===== src/inc/sdsc_consts.vh =====
`ifndef SDSC_CONSTS_VH
`define SDSC_CONSTS_VH

// APB register offsets (byte addresses)
`define SDSC_CTRL_OFS 12'h000
`define SDSC_STAT_OFS 12'h004

// Control register fields
`define SDSC_CTRL_TO_OFF_BIT 0
`define SDSC_CTRL_PWR_ON_BIT 1
`define SDSC_CTRL_RST 32'h0000_0001

// Status register fields
`define SDSC_ST_SERIAL_BIT 0
`define SDSC_ST_QUIET_BIT 1
`define SDSC_ST_WAKING_BIT 2
`define SDSC_ST_POL_BIT 3
`define SDSC_ST_CURRENT_LIMIT_LEVEL_LSB 4
`define SDSC_ST_ADDR_LSB 8
`define SDSC_ST_PTR_LSB 16

// Strap codes at or below this value are the lower eight levels
`define SDSC_STRAP_LOW_MAX 4'h7

// Client address groups
`define SDSC_ADDR_HI_GRP 5'h15
`define SDSC_ADDR_LO_GRP 5'h0c

// Times in their own units, and the clock rate
`define SDSC_CLK_MHZ 100
`define SDSC_QUIET_US 5500
`define SDSC_WAKE_US 3000
`define SDSC_LOW_TO_US 30000
`define SDSC_IDLE_TO_US 200

// Cycles after reset release before the straps are taken
`define SDSC_STRAP_WAIT 4'h8

// Byte returned while the device is asleep or still waking
`define SDSC_INVALID_BYTE 8'hff

`endif


===== src/rtl/sdsc_sync.v =====
`timescale 1ns/1ps
`default_nettype none

module sdsc_sync #(
    parameter W = 1,
    parameter [W-1:0] RST_VAL = {W{1'b0}}
) (
    // Clock and reset
    input wire clock_i,
    input wire rstn_i,
    input wire ce_i,
    // Asynchronous input and synchronised output
    input wire [W-1:0] async_i,
    output wire [W-1:0] sync_o
);

    reg [W-1:0] meta_q;
    reg [W-1:0] sync_q;

    // Two flops per bit; first stage feeds only the second
    genvar i;
    generate
        for (i = 0; i < W; i = i + 1) begin : g_bit
            always @(posedge clock_i or negedge rstn_i) begin
                if (!rstn_i) begin
                    meta_q[i] <= RST_VAL[i];
                    sync_q[i] <= RST_VAL[i];
                end else if (ce_i) begin
                    meta_q[i] <= async_i[i];
                    sync_q[i] <= meta_q[i];
                end
            end
        end
    endgenerate

    assign sync_o = sync_q;

endmodule

`default_nettype wire


===== src/rtl/sdsc_strap_decode.v =====
`timescale 1ns/1ps
`default_nettype none
`include "sdsc_consts.vh"

module sdsc_strap_decode (
    // Digitised strap levels, 0 = ground .. 15 = tie high
    input wire [3:0] mode_code_i,
    input wire [3:0] addr_code_i,
    // Decoded settings
    output reg serial_mode_o,
    output reg [2:0] current_limit_level_o,
    output reg [6:0] client_addr_o,
    output reg pwr_active_high_o
);

    reg [2:0] idx;

    // Straps fold into eight levels; only the address strap is mirrored across the two halves
    always @* begin
        serial_mode_o = (mode_code_i <= `SDSC_STRAP_LOW_MAX);
        current_limit_level_o = mode_code_i[2:0];
        pwr_active_high_o = (addr_code_i > `SDSC_STRAP_LOW_MAX);
        // Upper half walks back down the same table
        if (addr_code_i > `SDSC_STRAP_LOW_MAX) begin
            idx = ~addr_code_i[2:0];
        end else begin
            idx = addr_code_i[2:0];
        end
        // First four: 1010_111 downward, next four: 0110_000 upward
        if (!idx[2]) begin
            client_addr_o = {`SDSC_ADDR_HI_GRP, ~idx[1:0]};
        end else begin
            client_addr_o = {`SDSC_ADDR_LO_GRP, idx[1:0]};
        end
    end

endmodule

`default_nettype wire


===== src/rtl/sdsc_client.v =====
// Chosen here: the address map and register access over APB.
`timescale 1ns/1ps
`default_nettype none
`include "sdsc_consts.vh"

module sdsc_client #(
    parameter integer QUIET_CYC = `SDSC_QUIET_US * `SDSC_CLK_MHZ,
    parameter integer WAKE_CYC = `SDSC_WAKE_US * `SDSC_CLK_MHZ,
    parameter integer LOW_TO_CYC = `SDSC_LOW_TO_US * `SDSC_CLK_MHZ,
    parameter integer IDLE_TO_CYC = `SDSC_IDLE_TO_US * `SDSC_CLK_MHZ
) (
    // Clock, reset, enable
    input wire clock_i,
    input wire rstn_i,
    input wire ce_i,
    // Digitised straps (asynchronous)
    input wire [3:0] mode_and_limit_strap_i,
    input wire [3:0] addr_strap_i,
    // Two-wire bus pins
    input wire bus_clock_line_i,
    input wire sda_i,
    output wire sda_o,
    output wire sda_oe_o,
    // Register map side
    output wire [7:0] reg_ptr_o,
    output wire [7:0] reg_wdata_o,
    output wire reg_we_o,
    input wire [7:0] reg_rdata_i,
    // Power state
    input wire sleep_i,
    output wire wake_o,
    output wire serial_mode_o,
    output wire [2:0] current_limit_level_o,
    output wire port_power_switch_control_o,
    // APB slave
    input wire psel_i,
    input wire penable_i,
    input wire pwrite_i,
    input wire [11:0] paddr_i,
    input wire [31:0] pwdata_i,
    output wire pready_o,
    output wire [31:0] prdata_o,
    output wire pslverr_o
);

    // Interface states
    localparam [2:0] ST_IDLE = 3'h0;
    localparam [2:0] ST_RX = 3'h1;
    localparam [2:0] ST_RACK = 3'h2;
    localparam [2:0] ST_TX = 3'h3;
    localparam [2:0] ST_HACK = 3'h4;
    localparam [2:0] ST_IGN = 3'h5;

    localparam [22:0] QUIET_N = QUIET_CYC[22:0];
    localparam [22:0] WAKE_N = WAKE_CYC[22:0];
    localparam [22:0] LOW_TO_N = LOW_TO_CYC[22:0];
    localparam [22:0] IDLE_TO_N = IDLE_TO_CYC[22:0];

    wire [9:0] strap_s;
    wire [1:0] bus_s;
    wire scl_s = bus_s[1];
    wire sda_s = bus_s[0];
    wire dec_serial;
    wire [2:0] dec_current_limit_level;
    wire [6:0] dec_addr;
    wire dec_pol_hi;

    reg scl_q, sda_q;
    reg [3:0] strap_cnt_q;
    reg strap_done_q;
    reg serial_q, pol_hi_q;
    reg [2:0] current_limit_level_q;
    reg [6:0] addr_q;
    reg [22:0] quiet_cnt_q;
    reg [22:0] wake_cnt_q;
    reg [22:0] low_cnt_q;
    reg [22:0] idle_cnt_q;
    reg [2:0] state_q;
    reg [3:0] bit_q;
    reg [7:0] shift_q;
    reg addr_phase_q;
    reg ptr_loaded_q;
    reg read_q;
    reg host_ack_q;
    reg oe_q;
    reg [7:0] ptr_q;
    reg [7:0] wdata_q;
    reg we_q;
    reg step_q;
    reg wake_q;
    reg [31:0] ctrl_q;
    reg [31:0] prdata_q;
    reg pslverr_q;

    // Straps and bus lines come from outside the clock domain
    sdsc_sync #(.W(10), .RST_VAL(10'h000)) u_strap_sync (
        .clock_i(clock_i),
        .rstn_i(rstn_i),
        .ce_i(ce_i),
        .async_i({mode_and_limit_strap_i, addr_strap_i, 2'b00}),
        .sync_o(strap_s)
    );

    sdsc_sync #(.W(2), .RST_VAL(2'h3)) u_bus_sync (
        .clock_i(clock_i),
        .rstn_i(rstn_i),
        .ce_i(ce_i),
        .async_i({bus_clock_line_i, sda_i}),
        .sync_o(bus_s)
    );

    sdsc_strap_decode u_decode (
        .mode_code_i(strap_s[9:6]),
        .addr_code_i(strap_s[5:2]),
        .serial_mode_o(dec_serial),
        .current_limit_level_o(dec_current_limit_level),
        .client_addr_o(dec_addr),
        .pwr_active_high_o(dec_pol_hi)
    );

    // Line events from the synchronised copies
    wire scl_rise = scl_s & ~scl_q;
    wire scl_fall = ~scl_s & scl_q;
    wire start_ev = scl_s & scl_q & sda_q & ~sda_s;
    wire stop_ev = scl_s & scl_q & ~sda_q & sda_s;
    wire quiet = (quiet_cnt_q != 23'h000000);
    wire waking = (wake_cnt_q != 23'h000000);
    wire to_off = ctrl_q[`SDSC_CTRL_TO_OFF_BIT];
    // Timeouts only act when software clears the off bit
    wire low_to = ~to_off & (low_cnt_q >= LOW_TO_N);
    wire idle_to = ~to_off & ~sleep_i & (idle_cnt_q >= IDLE_TO_N);
    wire client_on = strap_done_q & serial_q & ~quiet;

    // Straps are taken a few cycles after reset release, then held
    always @(posedge clock_i or negedge rstn_i) begin
        if (!rstn_i) begin
            strap_cnt_q <= 4'h0;
            strap_done_q <= 1'b0;
            serial_q <= 1'b0;
            pol_hi_q <= 1'b0;
            current_limit_level_q <= 3'h0;
            addr_q <= 7'h00;
        end else if (ce_i && !strap_done_q) begin
            strap_cnt_q <= strap_cnt_q + 4'h1;
            if (strap_cnt_q == `SDSC_STRAP_WAIT) begin
                strap_done_q <= 1'b1;
                serial_q <= dec_serial;
                pol_hi_q <= dec_pol_hi;
                current_limit_level_q <= dec_current_limit_level;
                addr_q <= dec_addr;
            end
        end
    end

    // Power-up quiet time, wake time and bus timeout counters
    always @(posedge clock_i or negedge rstn_i) begin
        if (!rstn_i) begin
            quiet_cnt_q <= QUIET_N;
            wake_cnt_q <= 23'h000000;
            low_cnt_q <= 23'h000000;
            idle_cnt_q <= 23'h000000;
            scl_q <= 1'b1;
            sda_q <= 1'b1;
        end else if (ce_i) begin
            scl_q <= scl_s;
            sda_q <= sda_s;
            if (quiet) begin
                quiet_cnt_q <= quiet_cnt_q - 23'h000001;
            end
            if (wake_q) begin
                wake_cnt_q <= WAKE_N;
            end else if (waking) begin
                wake_cnt_q <= wake_cnt_q - 23'h000001;
            end
            // Host may hold the clock low; only the timeout limits it
            if (scl_s || low_to) begin
                low_cnt_q <= 23'h000000;
            end else begin
                low_cnt_q <= low_cnt_q + 23'h000001;
            end
            if (!(scl_s && sda_s) || idle_to) begin
                idle_cnt_q <= 23'h000000;
            end else if (!idle_to) begin
                idle_cnt_q <= idle_cnt_q + 23'h000001;
            end
        end
    end

    // Client state machine; clock line is never driven
    always @(posedge clock_i or negedge rstn_i) begin
        if (!rstn_i) begin
            state_q <= ST_IDLE;
            bit_q <= 4'h0;
            shift_q <= 8'h00;
            addr_phase_q <= 1'b0;
            ptr_loaded_q <= 1'b0;
            read_q <= 1'b0;
            host_ack_q <= 1'b0;
            oe_q <= 1'b0;
            ptr_q <= 8'h00;
            wdata_q <= 8'h00;
            we_q <= 1'b0;
            step_q <= 1'b0;
            wake_q <= 1'b0;
        end else if (ce_i) begin
            we_q <= 1'b0;
            wake_q <= 1'b0;
            if (stop_ev || low_to || idle_to) begin
                state_q <= ST_IDLE;
                oe_q <= 1'b0;
            end else if (start_ev) begin
                // Repeated start keeps the pointer
                oe_q <= 1'b0;
                bit_q <= 4'h0;
                addr_phase_q <= 1'b1;
                ptr_loaded_q <= 1'b0;
                state_q <= client_on ? ST_RX : ST_IGN;
            end else begin
                case (state_q)
                    ST_RX: begin
                        if (scl_rise) begin
                            shift_q <= {shift_q[6:0], sda_s};
                            bit_q <= bit_q + 4'h1;
                        end else if (scl_fall && bit_q == 4'h8) begin
                            bit_q <= 4'h0;
                            if (addr_phase_q) begin
                                addr_phase_q <= 1'b0;
                                read_q <= shift_q[0];
                                if (shift_q[7:1] == addr_q) begin
                                    oe_q <= 1'b1;
                                    state_q <= ST_RACK;
                                    wake_q <= shift_q[0] & sleep_i;
                                end else begin
                                    state_q <= ST_IGN;
                                end
                            end else begin
                                oe_q <= 1'b1;
                                state_q <= ST_RACK;
                                if (!ptr_loaded_q) begin
                                    ptr_q <= shift_q;
                                    ptr_loaded_q <= 1'b1;
                                end else begin
                                    // Writes while asleep are dropped
                                    wdata_q <= shift_q;
                                    we_q <= ~sleep_i & ~waking;
                                    // Write strobe is one cycle; keep step
                                    step_q <= ~sleep_i & ~waking;
                                end
                            end
                        end
                    end
                    ST_RACK: begin
                        if (scl_fall) begin
                            // After a data write, step the pointer
                            if (step_q) begin
                                ptr_q <= ptr_q + 8'h01;
                            end
                            step_q <= 1'b0;
                            if (read_q) begin
                                // Read without address uses current pointer
                                shift_q <= (sleep_i || waking) ?
                                    `SDSC_INVALID_BYTE : reg_rdata_i;
                                oe_q <= ~reg_rdata_i[7] & ~sleep_i & ~waking;
                                bit_q <= 4'h1;
                                state_q <= ST_TX;
                            end else begin
                                oe_q <= 1'b0;
                                state_q <= ST_RX;
                            end
                        end
                    end
                    ST_TX: begin
                        if (scl_fall) begin
                            if (bit_q == 4'h8) begin
                                oe_q <= 1'b0;
                                state_q <= ST_HACK;
                                ptr_q <= ptr_q + 8'h01;
                            end else begin
                                oe_q <= ~shift_q[6];
                                shift_q <= {shift_q[6:0], 1'b0};
                                bit_q <= bit_q + 4'h1;
                            end
                        end
                    end
                    ST_HACK: begin
                        if (scl_rise) begin
                            host_ack_q <= ~sda_s;
                        end else if (scl_fall) begin
                            if (host_ack_q) begin
                                shift_q <= (sleep_i || waking) ?
                                    `SDSC_INVALID_BYTE : reg_rdata_i;
                                oe_q <= ~reg_rdata_i[7] & ~sleep_i & ~waking;
                                bit_q <= 4'h1;
                                state_q <= ST_TX;
                            end else begin
                                state_q <= ST_IGN;
                            end
                        end
                    end
                    ST_IGN: begin
                        oe_q <= 1'b0;
                    end
                    default: begin
                        oe_q <= 1'b0;
                        state_q <= ST_IDLE;
                    end
                endcase
            end
        end
    end

    // APB slave: zero wait states, read data taken in setup cycle
    wire apb_setup = psel_i & ~penable_i;
    wire apb_wr = psel_i & penable_i & pwrite_i;
    wire hit_ctrl = (paddr_i == `SDSC_CTRL_OFS);
    wire hit_stat = (paddr_i == `SDSC_STAT_OFS);
    wire [31:0] stat_w;

    assign stat_w = {8'h00, ptr_q, 1'b0, addr_q, 1'b0, current_limit_level_q, pol_hi_q,
                     waking, quiet, serial_q};

    always @(posedge clock_i or negedge rstn_i) begin
        if (!rstn_i) begin
            ctrl_q <= `SDSC_CTRL_RST;
            prdata_q <= 32'h0000_0000;
            pslverr_q <= 1'b0;
        end else if (ce_i) begin
            if (apb_setup) begin
                pslverr_q <= ~(hit_ctrl | (hit_stat & ~pwrite_i));
                if (hit_ctrl) begin
                    prdata_q <= {30'h0, ctrl_q[1:0]};
                end else if (hit_stat) begin
                    prdata_q <= stat_w;
                end else begin
                    prdata_q <= 32'h0000_0000;
                end
            end
            // Only the two control bits are kept
            if (apb_wr && hit_ctrl) begin
                ctrl_q <= {30'h0, pwdata_i[1:0]};
            end
        end
    end

    // Outputs
    assign sda_o = 1'b0;
    assign sda_oe_o = oe_q;
    assign reg_ptr_o = ptr_q;
    assign reg_wdata_o = wdata_q;
    assign reg_we_o = we_q;
    assign wake_o = wake_q;
    assign serial_mode_o = serial_q;
    assign current_limit_level_o = current_limit_level_q;
    // Polarity follows the address strap
    assign port_power_switch_control_o =
        ctrl_q[`SDSC_CTRL_PWR_ON_BIT] ~^ pol_hi_q;
    assign pready_o = 1'b1;
    assign prdata_o = prdata_q;
    assign pslverr_o = pslverr_q & psel_i & penable_i;

endmodule

`default_nettype wire


===== config.mk =====
export PLATFORM = sky130hd
export DESIGN_NAME = sdsc_client
export DESIGN_NICKNAME = d
export VERILOG_FILES = /design/src/rtl/sdsc_sync.v /design/src/rtl/sdsc_strap_decode.v /design/src/rtl/sdsc_client.v
export VERILOG_INCLUDE_DIRS = /design/src /design/src/inc
export SDC_FILE = /design/constraint.sdc
export NUM_CORES = 1
export LEC_CHECK = 0
export ABC_AREA = 0
export BUFFER_PORTS_ARGS = -buffer_cell sky130_fd_sc_hd__clkbuf_2
export CAP_MARGIN = 20
export CORE_MARGIN = 1
export CORE_UTILIZATION = 50
export CTS_BUF_LIST = sky130_fd_sc_hd__clkbuf_8
export CTS_CLUSTER_SIZE = 8
export DETAILED_ROUTE_END_ITERATION = 16
export PLACE_DENSITY_LB_ADDON = 0.25
export SYNTH_ARGS = -nofsm -noshare
export SYNTH_HDL_FRONTEND = slang
export SYNTH_HIERARCHICAL = 1
export SYNTH_SLANG_ARGS = --single-unit

===== constraint.sdc =====
create_clock -name clock_i -period 3.42 [get_ports clock_i]
set_input_delay 0.342 -clock clock_i [delete_from_list [all_inputs] [get_ports clock_i]]
set_output_delay 0.342 -clock clock_i [all_outputs]
set_load 0.02 [all_outputs]

Word level (Yosys, flattened, before mapping)
Index checks and enable logic that the tools add are counted.

cells by class
  add/subtract/negate cells = 7
  $mul = 0
  divide/modulo/power cells = 0
  magnitude comparators = 4
  eq/ne operators = 45
  shifts and indexed selects = 0
  multiplexer cells = 97
  bitwise operators = 43
  reductions and logical operators = 38

operators with widths
  cell                                                                     count
  8-bit two-way mux                                                        17
  23-bit two-way mux                                                       5
  24-bit two-way mux                                                       2
  23-bit by 1-bit adder with 23-bit output, second input constant          2
  23-bit nonzero test                                                      2
  23-bit by 1-bit subtractor with 23-bit output, second input constant     2
  3-bit two-way mux                                                        14
  1-bit two-way mux                                                        41
  4-bit two-way mux                                                        10
  4-bit != test, second input constant                                     9
  8-bit one-hot mux with 4 select lines                                    1
  2-bit != test, second input constant                                     15
  9-bit AND reduction                                                      3
  3-bit != test, second input constant                                     8
  8-bit one-hot mux with 3 select lines                                    1
  12-bit AND reduction                                                     2
  23-bit by 15-bit >= comparator with 1-bit output, second input constant  1
  23-bit by 22-bit >= comparator with 1-bit output, second input constant  1
  1-bit bitwise AND                                                        22
  1-bit inverter                                                           17
  4-bit one-hot mux with 4 select lines                                    1
  3-bit one-hot mux with 5 select lines                                    1
  12-bit by 3-bit == test with 1-bit output, second input constant         1
  12-bit logical NOT                                                       1
  other kinds (32)                                                         55

word-level totals
  bits in registers = 205
  bits in latches = 0
  RAM bits = 0
  bits in read-only memories = 0
  output and inout port bits = 59
  logic and storage cells = 282
  memories kept = 0

Logic depth before layout (Yosys ltp)
  depth after elaboration = 10
  depth in mapped cells = 9
  mapped depth without buffers = 8

Hierarchy
Netlist, hierarchy kept.

modules (own cells, without submodules)
  module                     times used  cells each  area an instance (sq um)  seq. area each (sq um)
  sdsc_client                1           901         9021.2                    4391.7
  sdsc_sync at u_strap_sync  1           42          823.3                     500.5
  sdsc_sync at u_bus_sync    1           8           150.1                     105.1
  sdsc_strap_decode          1           15          100.1                     0.0

Worst setup path after synthesis
No wires, ideal clock.

  path type = register -> register
  from = register wake_cnt_q[0]
  to = register shift_q[1]
  setup time = 127 ps
  data arrival time = 2246 ps
  data required time = 3293 ps
  path slack = 1047 ps
  cell stages (with the launch flop) = 10
  buffers on the path = 1
  clock period less this slack = 2373 ps
  path through = dfrtp_1 inv_1 ha_1 or3b_2 nand4b_4 or4_4 nand2b_1 clkbuf_2 o22ai_1 mux2i_1

between the ends
  cells in the longest elaborated chain, start to end = 7
  elaborated cells between the ends (all ways) = 9
  those cells by class = mux (7); reduce/logical (2)

ends and longest elaborated chain
  item                                       RTL line                              RTL
  from (decl)                                sdsc_client.v:75                      reg [22:0] wake_cnt_q;
  from (signal assigned)                     sdsc_client.v:173                     wake_cnt_q <= wake_cnt_q - 23'h000001;
  23-bit nonzero test (*)                    sdsc_client.v:127                     wire waking = (wake_cnt_q != 23'h000000);
  1-bit logical OR (*)                       sdsc_client.v:261, sdsc_client.v:290
  8-bit two-way mux (*)                      sdsc_client.v:261, sdsc_client.v:290
  8-bit two-way mux                          sdsc_client.v:289                     if (host_ack_q) begin
  8-bit two-way mux                          sdsc_client.v:288                     end else if (scl_fall) begin
  8-bit two-way mux                          sdsc_client.v:286                     if (scl_rise) begin
  8-bit one-hot mux with 4 select lines (*)  sdsc_client.v:219                     case (state_q)
  to (signal assigned)                       sdsc_client.v:222                     shift_q <= {shift_q[6:0], sda_s};
  to (signal assigned)                       sdsc_client.v:280                     shift_q <= {shift_q[6:0], 1'b0};
  to (signal assigned)                       sdsc_client.v:290                     shift_q <= (sleep_i || waking) ?
  to (decl)                                  sdsc_client.v:80                      reg [7:0] shift_q;

Mark *: on every way between the ends. The rest lies on a longest branch, timed or not. The select of a mux whose other input is x is not followed.
A chain may end at the register's enable or synchronous reset.

Worst setup path after layout
  from = register wake_cnt_q[0]
  to = register shift_q[5]

The elaborated chain is that of the path after synthesis.

==> reports/results.tsv <==
metric	value	unit
status	complete, no violations	
proportion of power drawn by the clock network	24.6	%
met2 Use GR	33.43	%
Hold Path Stages	2	
CP endpoint kind	register	
cts repair resizes	0	
Worst Path Arrival	3.00	ns
Final Max Tran Viols	0	
die area	0.02044	mm²
crit path kind	reg -> reg	
Critical Path Source Type	register	
GRT overflow	0	
Max-Cap Viols	0	
leakage	5.189	nW
Min-Delay Path Class	in -> reg	
largest net degree at the start of global routing	92	
hold slack	0.07538	ns
Clock Skew	0.01973	ns
post-synthesis cell count	958	
cell area power density	572.1	mW/mm²
VDD IR max	0.4696	mV
ANT cells	0	
CTS root buffer	clkbuf_8	
DRC	0	
Post-Place Cells	1282	
unrepaired setup endpoints after global routing	false	
vias per cell	5.480	
DRT Pass-1 Iters	5	
RR Endpoint	shift_q[5]	
Final ANT Viol Nets	0	
Core Region	0.01946	mm²
Pint	3.958	mW
WL/cell	15.46	µm
final setup fails	0	
syn avg cell area	10.37	µm²
total I/O pin count	128	
Die W	143.0	µm
CTS buffer count	17	
initial core utilization	51.04	%
reg2reg setup slack	0.78	ns
critical-path cell list	inv_1, ha_1, or3b_2, nand4b_4, or4_4, nand2b_1, o22ai_1, mux2i_1	
HPWL after DPL	14.41	mm
number of global-route vias before repair	6749	
layout cell share with drive strength beyond 1	21.90	%
Cell Area, Synth	0.009935	mm²
Synth warnings	6	
met1 usage	29.44	%
CP max-delay cell	or3b_2	
synth-to-layout area growth	10.91	%
initial antenna violation count	1	
# Post-CTS Setup Buffers	0	
fmax	378.8	MHz
Psw	2.344	mW
clock latency at the later pin of the worst-skew pair	0.48	ns
CTS tree	done	
Seq pwr share	50.0	%
global routing's busiest layer	met2	
CTS sink cnt	195	
clock slew at reported path FFs	0.12	ns
count of final hold-check violations	0	
Non-Filler Instances	1315	
R2R Path Start	wake_cnt_q[0]	
DRT iter0 DRCs	384	
minimum clock period	2.640	ns
global-route wire length before repair	33.87	mm
Tcrit/Tclk final	77.19	%
Final Net Count	1118	
Slew @ Worst Pin	0.7575	ns
Final Wtd Congestion	0.8316	
CP required	3.78	ns
die height	143.0	µm
Hold EP	u_strap_sync/meta_q[2]	
met3 global-route usage	4.125	%
clk buf depth	2	
Sw Ratio	37.20	%
via count	7206	
PortBufs	85	
r2r worst-path depth	8	
Sum Neg Setup Slack	0	ns
HP Start	addr_strap_i[0]	
CP max FO	7	
slew margin rel.	49.50	%
Combinational Power Share	25.4	%
# rows	51	
critical path's largest stage delay	0.51	ns
Detailed Route WL	20.33	mm
CTS H-tree depth	4	
Total Routing Usage GR	21.09	%
==> layout make-up <==
type	count	area [µm²]
fillers	1710	8444
flip-flops and latches	195	4897
repair buffers	103	584.3
multi-input cells	686	4644
clock inverters	15	198.9
clock buffers	17	234.0
well taps	265	331.6
inverters	34	127.6
==> routing by layer <==
metal	routed length [µm]	share of wire (%)	up-vias
met2	9538	47	131
li1	-	-	3524
met1	9759	48	3533
met5	0	0	-
met4	250	1.2	0
met3	778	3.8	18
==> layout by cell type (no fill, tap or decap), types with 14 or more instances in the layout <==
master / n
xnor2_1: 41
mux2_4: 16
o21ai_0: 53
clkbuf_2: 84
and3_1: 15
clkbuf_8: 18
a22o_1: 21
dfstp_2: 14
mux2_2: 30
dfrtp_1: 181
nor3_1: 24
nor4_1: 14
conb_1: 14
a21oi_1: 26
nand3_1: 52
nand4_1: 15
buf_4: 16
nor2_1: 86
xor2_1: 35
nand2_1: 70
inv_1: 34
==> flip-flops by register name (all words and copies together) (netlist names), 3 cells and up <==
name,cells
idle_cnt_q,23
addr_q,7
reg_ptr_o,8
low_cnt_q,23
u_strap_sync/meta_q,8
prdata_o,22
current_limit_level_o,3
bit_q,4
shift_q,8
state_q,3
quiet_cnt_q,23
reg_wdata_o,8
u_strap_sync/sync_o,8
strap_cnt_q,4
wake_cnt_q,23
==> per-stage QoR <==
stage	setup WS, ns	power, mW	utilization [%]	instance area [µm²]
finish	0.7802	6.303	56.61	11020
global route	0.6264	6.677	56.61	11020
CTS	0.7843	6.355	56.61	11020
detailed placement	0.7989	4.789	54.34	10580
global placement	0.8499	4.733	54.34	10580
floorplan	1.047	4.290	-	9972
==> critical path: cells and delay by family, from the launching register on <==
family          cells  cell delay, ns
buf+inv             1            0.07
fa+ha+maj           1            0.17
flops               1            0.43
mux                 1            0.10
simple gates        4            1.56
compound gates      1            0.19
==> power by group through the flow <==
stage          Clock (mW)  Combinational (mW)  Sequential [mW]
6_report             1.55                1.60             3.15
3_5_place_dp            0                1.60             3.19
5_1_grt              1.69                1.78             3.21
2_1_floorplan           0                1.18             3.11
3_3_place_gp            0                1.56             3.17
4_1_cts              1.60                1.61             3.15
==> how the worst max path moves through the flow <==
stage,startpoint,end,slack [ns]
floorplan,wake_cnt_q[0],shift_q[1],1.05
detailed placement,wake_cnt_q[0],shift_q[5],0.80
global route,wake_cnt_q[0],shift_q[5],0.63
finish,wake_cnt_q[0],shift_q[5],0.78
CTS,wake_cnt_q[0],shift_q[5],0.78
global placement,wake_cnt_q[0],shift_q[1],0.85
==> repair_timing <==
action	4_1_cts	5_1_grt
setup endpoints to repair	0	0
hold buffers	1	0
endpoints found under the hold margin	84	0
Power figures use the tool's default switching activity.
